$ cat config.mk
export PLATFORM = sky130hd
export DESIGN_NAME = mrf_framer
export DESIGN_NICKNAME = d
export VERILOG_FILES = /design/src/mrf_pkg.sv /design/src/mrf_framer.sv
export SDC_FILE = /design/constraint.sdc
export NUM_CORES = 1
export LEC_CHECK = 0
export ABC_AREA = 0
export BUFFER_PORTS_ARGS = -buffer_cell sky130_fd_sc_hd__buf_2
export CAP_MARGIN = 20
export CELL_PAD_IN_SITES_DETAIL_PLACEMENT = 1
export CELL_PAD_IN_SITES_GLOBAL_PLACEMENT = 1
export CORE_ASPECT_RATIO = 0.5
export CORE_MARGIN = 2
export CORE_UTILIZATION = 30
export DETAILED_ROUTE_END_ITERATION = 12
export PLACE_DENSITY_LB_ADDON = 0.05
export SLEW_MARGIN = 20
export SYNTH_ARGS = -nofsm -noshare
export SYNTH_HDL_FRONTEND = slang
export SYNTH_SLANG_ARGS = --single-unit
$ cat constraint.sdc
create_clock -name clk_i -period 9.15 [get_ports clk_i]
set_input_delay 1.83 -clock clk_i [delete_from_list [all_inputs] [get_ports clk_i]]
set_output_delay 1.83 -clock clk_i [all_outputs]
set_load 0.01 [all_outputs]
$ cat src/mrf_pkg.sv
// package for the rtu slave framer: register map, fields, timing
// assumes classic wishbone slave with 32-bit data, byte addresses
package mrf_pkg;
    // register byte offsets
    localparam logic [7:0] ADR_CTRL = 8'h00;
    localparam logic [7:0] ADR_STAT = 8'h04;
    localparam logic [7:0] ADR_RXD = 8'h08;
    localparam logic [7:0] ADR_TXD = 8'h0C;
    localparam logic [7:0] ADR_DIV = 8'h10;
    // control fields
    localparam int CTL_EN = 0;
    localparam int CTL_PAR_EN = 1;
    localparam int CTL_PAR_ODD = 2;
    localparam int CTL_SEVEN = 3;
    localparam int CTL_ADDR_LO = 8;
    localparam int CTL_ADDR_W = 8;
    // status fields
    localparam int ST_RX_VALID = 0;
    localparam int ST_FRAME_OK = 1;
    localparam int ST_CRC_ERR = 2;
    localparam int ST_PAR_ERR = 3;
    localparam int ST_BCAST = 4;
    localparam int ST_TX_BUSY = 5;
    localparam int ST_REPLY_OK = 6;
    localparam int ST_MINE = 7;
    // txd fields: bit 8 marks the last byte of a reply
    localparam int TXD_LAST = 8;
    // crc and address constants
    localparam logic [15:0] CRC_PRESET = 16'hFFFF;
    localparam logic [15:0] CRC_POLY = 16'hA001;
    localparam logic [7:0] ADDR_BCAST = 8'h00;
    localparam logic [7:0] ADDR_MAX = 8'hF7;
    localparam logic [7:0] RST_ADDR = 8'h01;
    // clock 200 MHz, 9600 bit/s default: 20833 clocks per bit
    localparam int CLK_HZ = 200_000_000;
    localparam int BAUD_DEF = 9600;
    localparam logic [15:0] DIV_DEF = 16'(CLK_HZ / BAUD_DEF);
    // gaps in half-bit units of an 11-bit character
    localparam int CHAR_BITS = 11;
    localparam logic [7:0] GAP15_HB = 8'(CHAR_BITS * 3);
    localparam logic [7:0] GAP35_HB = 8'(CHAR_BITS * 7);
    localparam logic [3:0] STOP_TWO = 4'h2;
    localparam logic [3:0] STOP_ONE = 4'h1;
    localparam logic [31:0] RD_ZERO = 32'h0000_0000;
endpackage

$ cat src/mrf_framer.sv
// rtu slave framer: uart rx/tx, gap timing, address filter, crc-16
// assumes a wishbone master on clk_i and an rs485 transceiver on the pins
//
// Local design decisions: register access over Wishbone and the register addresses.
`timescale 1ns/1ps
`default_nettype none
// What this block does
// RQ1 - half duplex line, binary framing only
// RQ2 - start bit, 7/8 data bits, lsb first
// RQ3 - one parity bit only when enabled
// RQ4 - one stop with parity, two without
// RQ5 - eleven or ten bit characters with parity
// RQ6 - transmitter keeps 3.5 character idle around frames
// RQ7 - receiver ends frame after 3.5 character idle
// RQ8 - gap over 1.5 chars discards partial frame
// RQ9 - early character appends to previous frame
// RQ10 - first byte after gap is address
// RQ11 - address 0 to 247, zero broadcasts
// RQ12 - second byte is command code
// RQ13 - payload is 2*N bytes
// RQ14 - crc field low byte then high
// RQ15 - even parity makes ones count even
// RQ16 - odd parity makes ones count odd
// RQ17 - parity checked on every received character
// RQ18 - crc mismatch flags communication error
// RQ19 - crc preset FFFF, bytes in order
// RQ20 - only data bits enter crc
// RQ21 - stations share settings, unique addresses
// RQ22 - transmit only in reply to command
// RQ23 - unicast answered, broadcast never answered
// RQ24 - crc uses reflected polynomial A001
// RQ25 - programmable divider sets bit timing
module mrf_framer #(
    parameter logic [15:0] DIV_RESET = mrf_pkg::DIV_DEF
) (
    input wire logic clk_i,
    input wire logic sys_rst_i,
    input wire logic ce_i,
    input wire logic wb_cyc_i,
    input wire logic wb_stb_i,
    input wire logic wb_we_i,
    input wire logic [7:0] wb_adr_i,
    input wire logic [3:0] wb_sel_i,
    input wire logic [31:0] wb_dat_i,
    output logic [31:0] wb_dat_o,
    output logic wb_ack_o,
    input wire logic rs485_rx_i,
    output logic rs485_tx_o,
    output logic rs485_de_o
);
    typedef enum logic [2:0] {RX_IDLE, RX_START, RX_DATA, RX_PAR, RX_STOP} mrf_rx_e;
    typedef enum logic [2:0] {TX_IDLE, TX_START, TX_DATA, TX_PAR, TX_STOP} mrf_tx_e;

    typedef struct packed {
        logic [1:0] sync;
        logic [7:0] ctrl;
        logic [7:0] addr;
        logic [15:0] div;
        logic [15:0] hb_cnt;
        logic hb_tick_en;
        logic [7:0] idle_hb;
        logic in_frame;
        logic long_gap;
        logic got_addr;
        logic mine;
        logic bcast;
        logic [15:0] rx_crc;
        logic [15:0] rx_tail;
        logic [7:0] rx_count;
        logic par_err;
        logic crc_err;
        logic frame_ok;
        logic reply_ok;
        logic [7:0] rx_byte;
        logic rx_valid;
        mrf_rx_e rx_st;
        logic [4:0] rx_hb;
        logic [3:0] rx_bit;
        logic [7:0] rx_sh;
        logic rx_par;
        mrf_tx_e tx_st;
        logic [4:0] tx_hb;
        logic [3:0] tx_bit;
        logic [7:0] tx_sh;
        logic tx_par;
        logic tx_last;
        logic tx_pend;
        logic [15:0] tx_crc;
        logic [1:0] tx_crc_ph;
        logic tx_o;
        logic de_o;
        logic ack;
        logic [31:0] dat;
    } mrf_state_s;

    mrf_state_s q, d;

    // one reflected crc-16 byte step
    function automatic logic [15:0] crc_step(input logic [15:0] c, input logic [7:0] b);
        logic [15:0] r;
        r = c ^ {8'h00, b}; // RQ20
        for (int i = 0; i < 8; i++) begin
            r = r[0] ? ((r >> 1) ^ mrf_pkg::CRC_POLY) : (r >> 1); // RQ24
        end
        return r;
    endfunction

    logic rx_pin;
    logic half_tick;
    logic bus_req;
    logic [3:0] nbits;
    assign rx_pin = q.sync[1];
    assign half_tick = q.hb_tick_en;
    assign bus_req = wb_cyc_i && wb_stb_i && !q.ack;
    assign nbits = q.ctrl[mrf_pkg::CTL_SEVEN] ? 4'd7 : 4'd8; // RQ2

    always_comb begin
        d = q;
        d.sync = {q.sync[0], rs485_rx_i};
        d.rx_valid = 1'b0;
        d.ack = 1'b0;
        // half-bit timebase; the divider sets the baud rate
        d.hb_tick_en = 1'b0;
        if (q.hb_cnt >= {1'b0, q.div[15:1]}) begin // RQ25
            d.hb_cnt = 16'h0001;
            d.hb_tick_en = 1'b1;
        end else begin
            d.hb_cnt = q.hb_cnt + 16'h0001;
        end
        // idle gap counter counts quiet half bits, cleared while receiving, holds at FF
        if (q.rx_st != RX_IDLE || !rx_pin) begin // RQ7
            d.idle_hb = 8'h00;
        end else if (half_tick && q.idle_hb != 8'hFF) begin
            d.idle_hb = q.idle_hb + 8'h01;
        end
        if (q.idle_hb > mrf_pkg::GAP15_HB) d.long_gap = 1'b1; // RQ8
        // frame end after 3.5 character idle
        if (q.in_frame && q.idle_hb >= mrf_pkg::GAP35_HB) begin // RQ7
            d.in_frame = 1'b0;
            d.frame_ok = q.got_addr && q.rx_count >= 8'h04 && !q.rx_count[0] && // RQ12 RQ13
                q.rx_tail == q.rx_crc && !q.par_err;
            d.crc_err = q.rx_tail != q.rx_crc; // RQ18
            d.reply_ok = q.mine && !q.bcast && q.rx_tail == q.rx_crc && !q.par_err; // RQ23
            d.tx_crc = mrf_pkg::CRC_PRESET; // RQ19
        end
        // receiver state machine, sample at mid bit
        case (q.rx_st)
            RX_IDLE: begin
                if (!rx_pin && q.ctrl[mrf_pkg::CTL_EN] && !q.de_o) begin // RQ1
                    d.rx_st = RX_START;
                    if (!q.in_frame || q.long_gap) d.par_err = 1'b0;
                    d.rx_hb = 5'd0;
                end
            end
            RX_START: begin
                if (half_tick) begin
                    d.rx_st = rx_pin ? RX_IDLE : RX_DATA;
                    d.rx_hb = 5'd0;
                    d.rx_bit = 4'd0;
                    d.rx_par = 1'b0;
                    d.rx_sh = 8'h00;
                end
            end
            RX_DATA: begin
                if (half_tick) begin
                    d.rx_hb = q.rx_hb + 5'd1;
                    if (q.rx_hb[0]) begin
                        d.rx_sh = {rx_pin, q.rx_sh[7:1]}; // RQ2
                        d.rx_par = q.rx_par ^ rx_pin;
                        d.rx_bit = q.rx_bit + 4'd1;
                        if (q.rx_bit + 4'd1 == nbits) begin
                            d.rx_st = q.ctrl[mrf_pkg::CTL_PAR_EN] ? RX_PAR : RX_STOP; // RQ3
                        end
                    end
                end
            end
            RX_PAR: begin
                if (half_tick) begin
                    d.rx_hb = q.rx_hb + 5'd1;
                    if (q.rx_hb[0]) begin
                        // even: ones total even; odd: ones total odd
                        if ((q.rx_par ^ rx_pin) != q.ctrl[mrf_pkg::CTL_PAR_ODD]) begin // RQ15 RQ16
                            d.par_err = 1'b1; // RQ17
                        end
                        d.rx_st = RX_STOP;
                    end
                end
            end
            RX_STOP: begin
                if (half_tick) begin
                    d.rx_hb = q.rx_hb + 5'd1;
                    if (q.rx_hb[0]) begin
                        d.rx_st = RX_IDLE;
                        d.rx_valid = 1'b1;
                        d.rx_byte = q.ctrl[mrf_pkg::CTL_SEVEN] ? {1'b0, q.rx_sh[7:1]} : q.rx_sh;
                    end
                end
            end
            default: d.rx_st = RX_IDLE;
        endcase
        // frame assembly on each received character
        if (q.rx_valid) begin
            if (!q.in_frame || q.long_gap) begin
                // fresh frame: gap latched before the start bit, stale partial dropped
                d.in_frame = 1'b1; // RQ8
                d.got_addr = 1'b1; // RQ10
                d.rx_count = 8'h01;
                d.rx_crc = mrf_pkg::CRC_PRESET; // RQ19
                d.rx_tail = {q.rx_byte, 8'h00};
                d.bcast = q.rx_byte == mrf_pkg::ADDR_BCAST; // RQ11
                d.mine = q.rx_byte == mrf_pkg::ADDR_BCAST ||
                    (q.rx_byte == q.addr && q.rx_byte <= mrf_pkg::ADDR_MAX);
                d.long_gap = 1'b0;
                d.frame_ok = 1'b0;
                d.crc_err = 1'b0;
                d.reply_ok = 1'b0;
            end else begin
                // appended; crc lags two bytes so the tail is the check field
                d.rx_count = q.rx_count + 8'h01; // RQ9
                d.rx_tail = {q.rx_byte, q.rx_tail[15:8]}; // RQ14
                if (q.rx_count >= 8'h02) begin
                    d.rx_crc = crc_step(q.rx_crc, q.rx_tail[7:0]); // RQ19
                end
            end
        end
        // wishbone register access
        if (bus_req) begin
            d.ack = 1'b1;
            d.dat = mrf_pkg::RD_ZERO;
            case (wb_adr_i)
                mrf_pkg::ADR_CTRL: begin
                    d.dat = {16'h0000, q.addr, q.ctrl};
                    if (wb_we_i && wb_sel_i[0]) d.ctrl = wb_dat_i[7:0];
                    if (wb_we_i && wb_sel_i[1]) d.addr = wb_dat_i[15:8];
                end
                mrf_pkg::ADR_STAT: begin
                    d.dat[mrf_pkg::ST_FRAME_OK] = q.frame_ok;
                    d.dat[mrf_pkg::ST_CRC_ERR] = q.crc_err;
                    d.dat[mrf_pkg::ST_PAR_ERR] = q.par_err;
                    d.dat[mrf_pkg::ST_BCAST] = q.bcast;
                    d.dat[mrf_pkg::ST_TX_BUSY] = q.tx_pend || q.de_o || q.tx_crc_ph != 2'h0;
                    d.dat[mrf_pkg::ST_REPLY_OK] = q.reply_ok;
                    d.dat[mrf_pkg::ST_MINE] = q.mine;
                    d.dat[mrf_pkg::ST_RX_VALID] = q.in_frame;
                end
                mrf_pkg::ADR_RXD: d.dat = {24'h00_0000, q.rx_byte};
                mrf_pkg::ADR_TXD: begin
                    // only a pending unicast reply may be sent
                    if (wb_we_i && wb_sel_i[0] && q.reply_ok && !q.tx_pend && !q.de_o) begin // RQ22 RQ23
                        d.tx_sh = wb_dat_i[7:0];
                        d.tx_last = wb_dat_i[mrf_pkg::TXD_LAST];
                        d.tx_pend = 1'b1;
                    end
                end
                mrf_pkg::ADR_DIV: begin
                    d.dat = {16'h0000, q.div};
                    if (wb_we_i && wb_sel_i[0]) d.div[7:0] = wb_dat_i[7:0];
                    if (wb_we_i && wb_sel_i[1]) d.div[15:8] = wb_dat_i[15:8];
                end
                default: d.dat = mrf_pkg::RD_ZERO;
            endcase
        end
        // transmitter; waits 3.5 chars of quiet before starting
        case (q.tx_st)
            TX_IDLE: begin
                d.tx_o = 1'b1;
                if ((q.tx_pend || ^q.tx_crc_ph) && q.idle_hb >= mrf_pkg::GAP35_HB && half_tick) begin // RQ6
                    if (q.tx_crc_ph == 2'd1) d.tx_sh = q.tx_crc[7:0]; // RQ14
                    if (q.tx_crc_ph == 2'd2) d.tx_sh = q.tx_crc[15:8];
                    d.tx_st = TX_START;
                    d.de_o = 1'b1;
                    d.tx_hb = 5'd0;
                end else if (q.tx_crc_ph == 2'd3 && q.idle_hb >= mrf_pkg::GAP35_HB) begin
                    d.tx_crc_ph = 2'd0;
                    d.reply_ok = 1'b0; // one reply per command
                end
            end
            TX_START: begin
                d.tx_o = 1'b0;
                if (half_tick) begin
                    d.tx_hb = q.tx_hb + 5'd1;
                    if (q.tx_hb[0]) begin
                        d.tx_st = TX_DATA;
                        d.tx_bit = 4'd0;
                        d.tx_par = 1'b0;
                        if (q.tx_crc_ph == 2'd0) d.tx_crc = crc_step(q.tx_crc, q.tx_sh); // RQ19
                    end
                end
            end
            TX_DATA: begin
                d.tx_o = q.tx_sh[0]; // RQ2
                if (half_tick) begin
                    d.tx_hb = q.tx_hb + 5'd1;
                    if (q.tx_hb[0]) begin
                        d.tx_sh = {1'b0, q.tx_sh[7:1]};
                        d.tx_par = q.tx_par ^ q.tx_sh[0];
                        d.tx_bit = q.tx_bit + 4'd1;
                        if (q.tx_bit + 4'd1 == nbits) begin
                            d.tx_st = q.ctrl[mrf_pkg::CTL_PAR_EN] ? TX_PAR : TX_STOP; // RQ3
                            d.tx_bit = q.ctrl[mrf_pkg::CTL_PAR_EN] ? mrf_pkg::STOP_ONE : mrf_pkg::STOP_TWO; // RQ4
                        end
                    end
                end
            end
            TX_PAR: begin
                d.tx_o = q.tx_par ^ q.ctrl[mrf_pkg::CTL_PAR_ODD]; // RQ15 RQ16
                if (half_tick) begin
                    d.tx_hb = q.tx_hb + 5'd1;
                    if (q.tx_hb[0]) d.tx_st = TX_STOP;
                end
            end
            TX_STOP: begin
                d.tx_o = 1'b1;
                if (half_tick) begin
                    d.tx_hb = q.tx_hb + 5'd1;
                    if (q.tx_hb[0]) begin
                        d.tx_bit = q.tx_bit - 4'd1;
                        if (q.tx_bit == 4'd1) begin // RQ5
                            d.tx_st = TX_IDLE;
                            d.de_o = 1'b0; // RQ1
                            d.tx_pend = 1'b0;
                            if (q.tx_crc_ph != 2'd0) d.tx_crc_ph = q.tx_crc_ph + 2'd1;
                            else if (q.tx_last) d.tx_crc_ph = 2'd1;
                        end
                    end
                end
            end
            default: d.tx_st = TX_IDLE;
        endcase
    end

    // single state register; ce_i freezes everything
    always_ff @(posedge clk_i or posedge sys_rst_i) begin
        if (sys_rst_i) begin
            q <= '0;
            q.sync <= 2'b11;
            q.div <= DIV_RESET;
            q.addr <= mrf_pkg::RST_ADDR;
            q.rx_crc <= mrf_pkg::CRC_PRESET;
            q.tx_crc <= mrf_pkg::CRC_PRESET;
            q.tx_o <= 1'b1;
            q.rx_st <= RX_IDLE;
            q.tx_st <= TX_IDLE;
        end else if (ce_i) begin
            q <= d;
        end
    end

    assign wb_dat_o = q.dat;
    assign wb_ack_o = q.ack;
    assign rs485_tx_o = q.tx_o;
    assign rs485_de_o = q.de_o;

    // a broadcast never leaves a reply pending
    a_bcast_no_reply: assert property (@(posedge clk_i) disable iff (sys_rst_i)
        q.bcast && !q.in_frame |-> !q.reply_ok) else $error("broadcast answered"); // RQ23
    // driver only enabled after a reply was allowed
    a_tx_only_reply: assert property (@(posedge clk_i) disable iff (sys_rst_i)
        $rose(q.de_o) |-> $past(q.reply_ok)) else $error("unsolicited transmit"); // RQ22
    // the line idles high while not driving
    a_line_idle_high: assert property (@(posedge clk_i) disable iff (sys_rst_i)
        !q.de_o |=> rs485_tx_o || q.tx_st != TX_IDLE) else $error("line low while idle"); // RQ1
    // a start bit is low
    a_start_bit_low: assert property (@(posedge clk_i) disable iff (sys_rst_i)
        q.tx_st == TX_START && ce_i |=> !rs485_tx_o || q.tx_st != TX_START) else $error("start not low"); // RQ2
    // driving begins only after full idle gap
    a_gap_before_tx: assert property (@(posedge clk_i) disable iff (sys_rst_i)
        $rose(q.de_o) |-> $past(q.idle_hb) >= mrf_pkg::GAP35_HB) else $error("gap too short"); // RQ6
    // a new frame starts from the preset crc
    a_crc_preset: assert property (@(posedge clk_i) disable iff (sys_rst_i) // RQ19
        q.rx_valid && ce_i && !q.in_frame |=> q.rx_count == 8'h01 && q.rx_crc == mrf_pkg::CRC_PRESET)
        else $error("frame not restarted");
    // frame closes after the 3.5 character gap
    a_frame_closes: assert property (@(posedge clk_i) disable iff (sys_rst_i)
        q.in_frame && q.idle_hb >= mrf_pkg::GAP35_HB && ce_i && !q.rx_valid |=> !q.in_frame)
        else $error("frame not closed"); // RQ7
    // bus ack lasts one cycle
    a_ack_pulse: assert property (@(posedge clk_i) disable iff (sys_rst_i)
        wb_ack_o |=> !wb_ack_o) else $error("ack stuck");
endmodule
`default_nettype wire

Word-level counts from Yosys, hierarchy flattened
Index checks and enable logic that the tools add are counted.

Flip-flop bits (word level): 214. Bits in latches: 0. Bits in writable memories: 0. Memory bits (read-only): 0. Word-level logic and storage cells: 315. Memories: 0.

$add $sub $neg: 9. Multipliers: 0. Divide/modulo/power cells: 0. Order comparisons: 6. Equal/unequal tests: 48. Shift-type cells: 0. Muxes and demuxes: 114. Bitwise logic cells: 21. Reduce and logical (&&, ||, !) cells: 77.

Operators by type and width (count): $mux 16 (23); $mux 8 (13); $mux 21 (3); $pmux 5 s5 (2); $ne 2x2->1 const B (24); $not 2->3 (16); $mux 45 (1); $mux 40 (1); $mux 3 (13); $mux 33 (1); $pmux 8 s2 (2); $pmux 8 s4 (1); $xor 16x8->16 (2); $pmux 3 s5 (2); $mux 13 (2); $pmux 13 s2 (1); $mux 1 (25); $mux 12 (2); $reduce_and 4->1 (6); $logic_and 1x1->1 (22); $reduce_and 7->1 (3); $mux 4 (5); $mux 2 (9); $add 16x1->16 const B (1); other kinds (52) (95).

Depth between registers and ports, before layout
Gate-level depths: netlist of run 1.

Word-level depth: 21. Mapped depth: 9. Mapped depth without buffers: 8.

Worst setup path before layout of run 1
No wires, ideal clock.

Kind: input to register. Start point: input wb_adr_i[1]. End point: register q[197] (netlist bit). Library setup time: 0.125 ns. Data arrival time: 3.321 ns. Required time: 9.025 ns. Path slack: 5.704 ns. Cell stages on the path: 5. Cell sequence: nor3_2 nand2_1 or4_4 nor2_2 mux2_2.

Cells in the longest elaborated chain, start to end: 2.

Ends and longest elaborated chain: from (decl) (line mrf_framer.sv:42) `input wire logic [7:0] wb_adr_i,`; $logic_not 8->1 (line mrf_framer.sv:230) `case (wb_adr_i)`; $reduce_and 4->1 (no line); to (decl) (line mrf_framer.sv:96) `mrf_state_s q, d;`.

No other way between the ends. A chain may end at the register's enable or synchronous reset.

Worst setup path after layout of run 1
Start point: input ce_i. End point: register q[202] (netlist bit).

Cells in the longest elaborated chain, start to end: 1.

Ends and longest elaborated chain: from (decl) (line mrf_framer.sv:38) `input wire logic ce_i,`; $reduce_and 4->1 (no line).

No other way between the ends.

==> flow_summary_export.csv, run 1 <==
group,metric,value,unit
drt,avgRoutedWirePerCell,19.77,µm
global_routing,grt_pass1_vias,8269,
synth,synth_xor_xnor_area_share,6.771,%
setup_path,cp_max_fo,35,
final_layout,nets,1167,
setup_path,cpMostUsedCell,"buf_4",
synth,synthCells,1064,
setup_path,path_class,"in -> reg",
sta,rsz0062_at_grt,"false",
global_routing,grt_max_degree,122,
die,initial_core_util,30.61,%
clocking,clockRootBuffer,"clkbuf_16",
synth,synth-async-reset-ratio,100.0,%
power_and_ir_drop,p_leak,4.924,nW
sta,tightest_slew,0.9721,ns
setup_path,arrival,4.61,ns
power_and_ir_drop,p_per_area,253.9,nW/µm²
drt,vias,7973,
worst_hold_path,hold_class,"reg -> reg",
sta,min_period_over_period,46.75,%
clocking,postCtsSetupBuffers,0,
die,io_pins,86,
synth,ys_warn_count,0,
drt,drtPass1Iterations,4,
synth,post_synth_and_or_nand_nor_area_fraction,14.20,%
clocking,cts_tree,"done",
sta,slew_violations,0,
drt,wl,31060,µm
global_routing,grt_pass1_wl,49150,µm
synth,synth_edf_count,0,
clocking,holdBufCountCts,0,
final_layout,fillers,3938,
global_routing,overflow,0,
place,dpl-instance-area,11140,µm²
final_layout,layout.cells.non_filler,1571,
global_routing,antenna_found_initial,1,
synth,synth_compound_area_share,17.74,%
clocking,clk_transition_reported_paths,0.07,ns
place,io_buffers,51,
clocking,cts.sinks,190,
synth,syn_area_per_cell,9.952,µm²
synth,ys_types,81,
synth,ys_seq_area_share,45.40,%
final_layout,final_cell_area,11730,µm²
power_and_ir_drop,ir_drop,0.1082,mV
setup_path,cp_data_required_time,9.48,ns
setup_path,worstSetupStartpointType,"primary input",
synth,synth-seq-cells,190,
setup_path,crit_chain,"buf_2 > buf_4 > inv_1 > buf_4 > nor2_1 > nand3_1 > nor2_2 > mux2_2",
setup_path,crit_path_end_kind,"flop",
global_routing,grt_usage,17.40,%
die,rows,48,
die,die_h,136.8,µm
clocking,cts_buffers,17,
die,coreArea,34590,µm²
setup_path,critPathMaxStageDelay,0.62,ns
sta,finalSetupTns,0,ns
place,hpwlAfterDp,22170,µm
synth,synth_top_flop_cell,"dfrtp_1",
power_and_ir_drop,power.total,2.977,mW
synth,synthAdderAreaFrac,3.994,%
clocking,clk_path_buf_depth,2,
drt,drc_errors,0,
synth,synth_top_family_by_area,"compound AO/OA/AOI/OAI gates",
drt,drt_iter0_drc,444,
clocking,h-tree-depth,4,
die,die_area,36910,µm²
drt,via_per_inst,5.075,
sta,setup_slack,4.873,ns
sta,relSlewSlack,35.20,%
die,fp.dieW,269.7,µm
run_status,status,"complete, no violations",
sta,max_freq,233.8,MHz
sta,finalHoldViolations,0,
place,place_congestion,0.7950,
clocking,cts-resized-gates,0,
setup_path,cp_slowest_cell,"nor2_2",
synth,synth_mux_area_share,6.203,%
place,post-place-ws,4.390,ns
final_layout,syn_to_final_growth,10.75,%
final_layout,drive_gt1_share,18.98,%
place,place_inst,1539,
sta,finalCriticalPeriod,4.277,ns
clocking,insertion_delay,0.45,ns
sta,setup_viol,0,
run,max_cap_violations,0,
sta,skew,0.01169,ns
final_layout,num_antenna_cells,0,
synth,syn_area,10590,µm²
drt,ant_nets,0,
[sequential cells by signal (all words and copies together) (netlist names)]
| register | cells |
|---|---|
| rs485_de_o | 1 |
| rs485_tx_o | 1 |
| d | 1 |
| wb_ack_o | 1 |
| q | 169 |
| half_tick | 1 |
| wb_dat_o | 16 |
[placed cells by master (no fill, tap or decap), types with 10 or more instances in the layout]
cell type,count
a21o_1,11
a21oi_1,57
a221oi_1,17
a22o_1,23
a31oi_1,14
and3_1,10
buf_2,51
clkbuf_16,17
conb_1,16
dfrtp_1,148
dfstp_2,42
ha_1,33
inv_1,38
mux2_2,45
mux2i_1,15
nand2_1,92
nand3_1,30
nand4_1,11
nor2_1,84
nor3_1,17
o21ai_0,80
xnor2_1,44
xor2_1,29
[logic make-up (layout without fill, tap and decap cells)]
group | Yosys count | in the layout
multiplexers | 60 | 60
AO/OA/AOI/OAI | 281 | 281
buffers and inverters | 115 | 132
other | 1 | 16
AND/OR/NAND/NOR | 306 | 306
flip-flops | 190 | 190
adder cells (fa/ha/maj) | 34 | 34
XOR/XNOR | 77 | 77
[final timing paths]
check / startpoint / end / slack (ns) / depth (start not counted)
worst max register to register: q[75] / q[43] / 6.50 / 4
worst max-delay path: ce_i / q[202] / 4.87 / 8
max in group asynchronous: sys_rst_i / q[55] / 6.01 / 3
min in group asynchronous: sys_rst_i / wb_ack_o / 1.55 / 2
worst min register to register: wb_dat_o[15] / wb_dat_o[15] / 0.47 / 2
worst min-delay path: wb_dat_o[15] / wb_dat_o[15] / 0.47 / 2
[per-stage QoR]
stage          utilization (%)  hold WS [ns]
2_1_floorplan                -        0.4355
6_report                 33.90        0.4735
3_3_place_gp             32.16        0.4553
4_1_cts                  33.89        0.4789
3_5_place_dp             32.21        0.4612
5_1_grt                  33.90        0.5027
[metal layers]
layer  vias up  track usage [%]  part of all wire (%)
met2        68            27.63                    44
met4         0            3.457                  0.72
li1       3820                -                     -
met3        16            2.912                   2.4
met5         -                0                     0
met1      4069            25.03                    53
[cell type report]
cell class	count	area (µm²)	share of cell area [%]
clock inverter	12	123.9	1.056
sequential	190	4807	40.99
tap	475	594.3	5.068
clock buffer	20	456.7	3.894
multi-input combinational	774	5265	44.89
timing repair buffer	60	322.8	2.753
inverter	40	157.7	1.344
[power by group]
part	switching, mW	internal, mW
clock network	0.364	0.397
logic	0.554	0.443
registers	0.222	0.998
total	1.14	1.84
[Yosys cell counts, drive strengths merged (8+ instances only)]
master,instances,area [µm²]
and2,8,50.05
and3,10,62.56
a21o,12,91.34
o22a,9,78.83
o21a,9,67.56
mux2i,15,150.1
a22o,23,201.4
a21oi,57,285.3
nor3,20,110.1
a221oi,17,148.9
o21ai,83,415.4
buf,43,314.0
nand4,11,68.82
dfrtp,148,3704
dfstp,42,1104
xnor2,46,417.9
nor2,90,357.8
clkbuf,31,126.4
a22oi,9,67.56
mux2,45,506.7
nand2b,8,50.05
ha,33,412.9
xor2,29,254.0
nand3,30,150.1
inv,40,150.1
nand2,93,349.1
a31oi,14,87.58
[worst max-delay path: cells and delay by family]
| family | cells | cell delay (ns) |
|---|---|---|
| muxes | 1 | 0.41 |
| buffers and inverters | 4 | 1.28 |
| and+or+nand+nor | 3 | 1.07 |
No activity file was read; power rests on OpenSTA's default activity.
==> run 2: changes to the inputs <==
--- a/config.mk
+++ b/config.mk
@@ -5,7 +5,7 @@
 export SDC_FILE = /design/constraint.sdc
 export NUM_CORES = 1
 export LEC_CHECK = 0
-export ABC_AREA = 0
+export ABC_AREA = 1
 export BUFFER_PORTS_ARGS = -buffer_cell sky130_fd_sc_hd__buf_2
 export CAP_MARGIN = 20
 export CELL_PAD_IN_SITES_DETAIL_PLACEMENT = 1
==> constraint.sdc (replaced) <==
create_clock -name clk_i -period 4 [get_ports clk_i]
set_input_delay 0.8 -clock clk_i [delete_from_list [all_inputs] [get_ports clk_i]]
set_output_delay 0.8 -clock clk_i [all_outputs]
set_load 0.01 [all_outputs]
==> flow_summary_export.csv, run 2 <==
group,metric,value,unit
global_routing,grt_pass1_wl,54300,µm
drt,drtPass1Iterations,4,
synth,syn_area_per_cell,7.984,µm²
setup_path,crit_path_end_kind,"flop",
die,die_area,38310,µm²
sta,setup_viol,0,
setup_path,cp_data_required_time,4.37,ns
synth,synth_top_flop_cell,"dfrtp_1",
power_and_ir_drop,power.internal,4.234,mW
clocking,postCtsSetupBuffers,0,
setup_path,cp_slowest_cell,"dfstp_2",
die,coreArea,36050,µm²
synth,synth_most_common_cell,"nand2_1",
setup_path,worstSetupStartpointType,"flop",
clocking,cts.sinks,190,
place,place_congestion,0.7969,
sta,finalCriticalPeriod,2.703,ns
drt,wl,33180,µm
power_and_ir_drop,seqPwrFrac,40.4,%
run,max_cap_violations,0,
clocking,cts_buffers,17,
global_routing,antenna_found_initial,0,
clocking,clk_transition_reported_paths,0.09,ns
synth,ys_warn_count,0,
final_layout,num_antenna_cells,0,
die,io_pins,86,
power_and_ir_drop,p_clk_share,23.7,%
drt,ant_nets,0,
global_routing,grt_usage,18.21,%
setup_path,crit_chain,"inv_1 > ha_1 > a21oi_1 > o21ai_0 > a211oi_1 > nand3_1 > nand2_1 > inv_1 > nor3_1",
setup_path,cp_max_fo,14,
sta,rsz0062_at_grt,"false",
power_and_ir_drop,switching_share,41.72,%
final_layout,syn_to_final_growth,10.87,%
synth,ys_top_cells_by_count,"nand2_1, inv_1, dfrtp_1",
synth,syn_area,11000,µm²
clocking,clk_path_buf_depth,2,
synth,synth_edf_count,0,
global_routing,overflow,0,
final_layout,mostFrequentLayoutCell,"nand2_1",
final_layout,layout.cells.non_filler,1907,
synth,ys_seq_area_share,43.69,%
final_layout,top_register,"q",
drt,via_per_inst,4.794,
setup_path,critPathTopFamily,"compound AO/OA/AOI/OAI gates",
synth,synth-seq-cells,190,
place,hpwlAfterDp,25380,µm
power_and_ir_drop,p_per_area,595.5,nW/µm²
worst_hold_path,hold_class,"in -> async",
place,io_buffers,51,
power_and_ir_drop,p_leak,5.794,nW
final_layout,drive_gt1_share,14.05,%
setup_path,cpMostUsedCell,"inv_1",
sta,finalSetupTns,0,ns
sta,finalHoldViolations,0,
final_layout,final_cell_area,12200,µm²
sta,max_freq,370.0,MHz
die,die_h,139.4,µm
place,post-place-ws,1.111,ns
power_and_ir_drop,combPwrFrac,35.9,%
power_and_ir_drop,ir_drop,0.3001,mV
global_routing,grt_pass1_vias,9577,
place,place_inst,1874,
final_layout,final_cell_mix,"nand2_1, inv_1, dfrtp_1",
drt,drc_errors,0,
final_layout,largest_register_ff_count,169,
synth,synth-async-reset-ratio,100.0,%
sta,setup_slack,1.297,ns
setup_path,worst-path-buf-inv,2,
die,rows,49,
power_and_ir_drop,p_sw,3.030,mW
sta,relSlewSlack,33.92,%
clocking,holdBufCountCts,0,
clocking,h-tree-depth,4,
drt,drt_iter0_drc,430,
final_layout,fillers,4346,
sta,min_period_over_period,67.57,%
drt,avgRoutedWirePerCell,17.40,µm
synth,synthCells,1378,
setup_path,path_class,"reg -> reg",
synth,synth_top_area_share,33.66,%
drt,vias,9143,
final_layout,nets,1494,
sta,skew,0.01659,ns
sta,tightest_slew,0.9875,ns
global_routing,grt_max_degree,59,
clocking,cts_tree,"done",
die,fp.dieW,274.8,µm
setup_path,critPathMaxStageDelay,0.53,ns
clocking,clockRootBuffer,"clkbuf_16",
synth,synth.area.top_cells,"dfrtp_1, nand2_1, dfstp_2",
run_status,status,"complete, no violations",
die,initial_core_util,30.52,%
place,dpl-instance-area,11600,µm²
final_layout,final_util,33.84,%
clocking,cts-resized-gates,0,
clocking,insertion_delay,0.46,ns
sta,slew_violations,0,
setup_path,arrival,3.08,ns
synth,ys_types,61,
synth,yosysTopAreaCell,"dfrtp_1",
==> run 2: changes by cell type in the layout (fill, tap and decap cells not counted), sizes merged, moves of 23 or more <==
cell,delta
o21ai,+51
o22ai,+38
nand3,+30
nand2,+220
inv,+177
a22o,-23
mux2,-43
xnor2,-27
==> run 2: cell families after synthesis <==
logic type | synth area share (%)
buf+inv | 11.34
other cells | 0.03409
mux | 0.2047
fa+ha+maj | 3.753
compound gates | 15.83
simple gates | 21.30
flops | 43.69
xor+xnor | 3.844
==> run 2: final timing paths <==
| path | to | depth (start not counted) | from | slack, ns |
|---|---|---|---|---|
| worst min register to register | d[213] | 2 | d[213] | 0.47 |
| max in group asynchronous | q[47] | 4 | sys_rst_i | 2.75 |
| worst max register to register | q[175] | 9 | q[192] | 1.30 |
| worst min-delay path | q[120] | 2 | sys_rst_i | 0.32 |
| min in group clk_i | d[213] | 2 | d[213] | 0.47 |
| worst max-delay path | q[175] | 9 | q[192] | 1.30 |
==> run 2: metal layers <==
| layer | global-route usage, % | wire length (µm) | vias up |
|---|---|---|---|
| met4 | 4.922 | 583 | 0 |
| met1 | 26.60 | 17210 | 4499 |
| li1 | - | - | 4518 |
| met5 | 0 | 0 | - |
| met3 | 2.778 | 749 | 30 |
| met2 | 27.96 | 14640 | 96 |
==> run 2: area by class of cell <==
type / instances / area [µm²] / area share (%)
timing repair buffer: 63 / 395.4 / 3.241
inverter: 215 / 812.0 / 6.657
clock inverter: 15 / 148.9 / 1.221
tap: 484 / 605.6 / 4.965
multi-input combinational: 923 / 5004 / 41.02
clock buffer: 17 / 425.4 / 3.488
sequential: 190 / 4807 / 39.41
==> run 2: through the flow <==
step	power (mW)	hold WS (ns)
final	7.264	0.3179
after global routing	7.922	0.3041
after CTS	7.398	0.4726
after detailed placement	5.615	0.4604
after global placement	5.519	0.4514
after floorplan	4.851	0.4400
==> run 2: power by group through the flow <==
stage	clock (mW)	sequential (mW)	combinational [mW]
after floorplan	0	2.78	2.07
after global placement	0	2.95	2.57
after detailed placement	0	2.97	2.64
after CTS	1.80	2.94	2.66
after global routing	1.88	3.01	3.04
final	1.72	2.93	2.61
==> run 2: worst register-to-register path: stages (launching register included) <==
cell      delay (ns)
dfstp_2         0.53
inv_1           0.06
ha_1            0.28
a21oi_1         0.12
o21ai_0         0.11
a211oi_1        0.52
nand3_1         0.24
nand2_1         0.19
inv_1           0.28
nor3_1          0.29
==> run 3: changes to the inputs <==
==> constraint.sdc (replaced) <==
create_clock -name clk_i -period 2.4 [get_ports clk_i]
set_input_delay 0.48 -clock clk_i [delete_from_list [all_inputs] [get_ports clk_i]]
set_output_delay 0.48 -clock clk_i [all_outputs]
set_load 0.01 [all_outputs]
==> flow_summary_export.csv, run 3 (synthesis results as in run 2) <==
group,metric,value,unit
run_status,status,"complete, no violations",
clocking,cts.sinks,190,
place,dpl-instance-area,11830,µm²
sta,slew_violations,0,
final_layout,final_cell_mix,"nand2_1, inv_1, dfrtp_1",
setup_path,r2r-start,"q[192]",
setup_path,reg2reg_depth,11,
sta,skew,0.01944,ns
place,place_congestion,0.8138,
drt,vias,9314,
die,coreArea,36050,µm²
drt,avgRoutedWirePerCell,17.71,µm
setup_path,path_class,"reg -> reg",
run,max_cap_violations,0,
drt,drc_errors,0,
final_layout,largest_register_ff_count,169,
power_and_ir_drop,p_per_area,991.0,nW/µm²
clocking,clk_path_buf_depth,2,
global_routing,grt_max_degree,44,
place,io_buffers,51,
clocking,clk_transition_reported_paths,0.09,ns
clocking,holdBufCountCts,0,
setup_path,crit_start,"q[192]",
die,die_area,38310,µm²
clocking,cts_tree,"done",
drt,wl,34320,µm
power_and_ir_drop,ir_drop,0.5048,mV
global_routing,overflow,0,
drt,drt_iter0_drc,409,
global_routing,grt_pass1_wl,55430,µm
final_layout,fillers,4411,
sta,tightest_slew,0.6883,ns
final_layout,top_register,"q",
global_routing,grt_pass1_vias,9699,
sta,setup_viol,0,
power_and_ir_drop,p_leak,5.966,nW
setup_path,worstSetupStartpointType,"flop",
die,io_pins,86,
clocking,cts_buffers,17,
final_layout,final_cell_area,12530,µm²
clocking,h-tree-depth,4,
drt,via_per_inst,4.806,
place,hpwlAfterDp,26250,µm
drt,ant_nets,0,
worst_hold_path,hold_class,"in -> async",
setup_path,arrival,2.67,ns
sta,finalCriticalPeriod,2.276,ns
sta,relSlewSlack,54.02,%
place,place_inst,1902,
drt,drtPass1Iterations,4,
final_layout,num_antenna_cells,0,
die,die_h,139.4,µm
clocking,clockRootBuffer,"clkbuf_16",
setup_path,crit_path_end_kind,"flop",
final_layout,nets,1525,
final_layout,drive_gt1_share,16.99,%
final_layout,layout.cells.non_filler,1938,
final_layout,mostFrequentLayoutCell,"nand2_1",
sta,finalSetupTns,0,ns
die,rows,49,
setup_path,cp_data_required_time,2.79,ns
power_and_ir_drop,power.total,12.42,mW
die,initial_core_util,30.52,%
setup_path,cp_max_fo,14,
setup_path,r2r_slack,0.12,ns
sta,finalHoldViolations,0,
final_layout,final_util,34.75,%
sta,max_freq,439.4,MHz
final_layout,syn_to_final_growth,13.87,%
global_routing,grt_usage,18.59,%
clocking,insertion_delay,0.46,ns
die,fp.dieW,274.8,µm
sta,min_period_over_period,94.82,%
global_routing,antenna_found_initial,0,
[run 3: changes by cell type in the layout (fill, tap and decap cells not counted), sizes merged]
cell	change
inv	-1
buf	+31
bufinv	+1
[run 3: metal layers]
metal	part of all wire, %	global-route usage [%]
met2	45	29.38
met4	0.61	3.727
met5	0	0
met1	51	26.91
met3	2.7	2.899
[run 3: layout make-up]
cell class	count	area, µm²	area share, %
clock buffers	17	425.4	3.396
clock inverters	15	171.4	1.368
inverters	215	815.8	6.512
multi-input cells	923	5060	40.39
flip-flops and latches	190	4810	38.39
well taps	484	605.6	4.834
repair buffers	94	640.6	5.113
[run 3: worst paths after layout]
path / to
hold / removal: q[120]
max in group asynchronous: q[196]
min in group clk_i: d[213]
setup reg to reg: q[175]
setup / recovery: q[175]
hold reg to reg: d[213]
[run 3: timing repair]
action                     in CTS  in global routing
setup buffers                   1                  3
setup endpoints to repair       1                 17
resized for setup               1                 15
pin swaps                       0                  3
[run 3: worst max-delay path, stage by stage, from the launching register on]
cell and delay (ns):
dfstp_2 0.54, inv_1 0.06, ha_1 0.30, a21oi_2 0.11
o21ai_0 0.09, a211oi_1 0.27, buf_4 0.17, nand3_2 0.10
nand2_2 0.12, clkinvlp_4 0.10, buf_12 0.16, nor3_2 0.16
[run 3: report_power, final]
| part | internal [mW] | switching [mW] | leakage [nW] |
|---|---|---|---|
| registers | 4.09 | 0.810 | 2.36 |
| logic | 1.68 | 2.84 | 3.31 |
| clock network | 1.49 | 1.50 | 0.290 |
| total | 7.26 | 5.15 | 5.97 |
[run 3: per-stage QoR]
step	setup WS [ns]	hold slack [ns]
finish	0.1243	0.1287
global route	-0.03874	0.1617
CTS	0.005699	0.1204
detailed placement	0.02117	0.4615
global placement	0.08995	0.4534
floorplan	-0.4942	0.4400
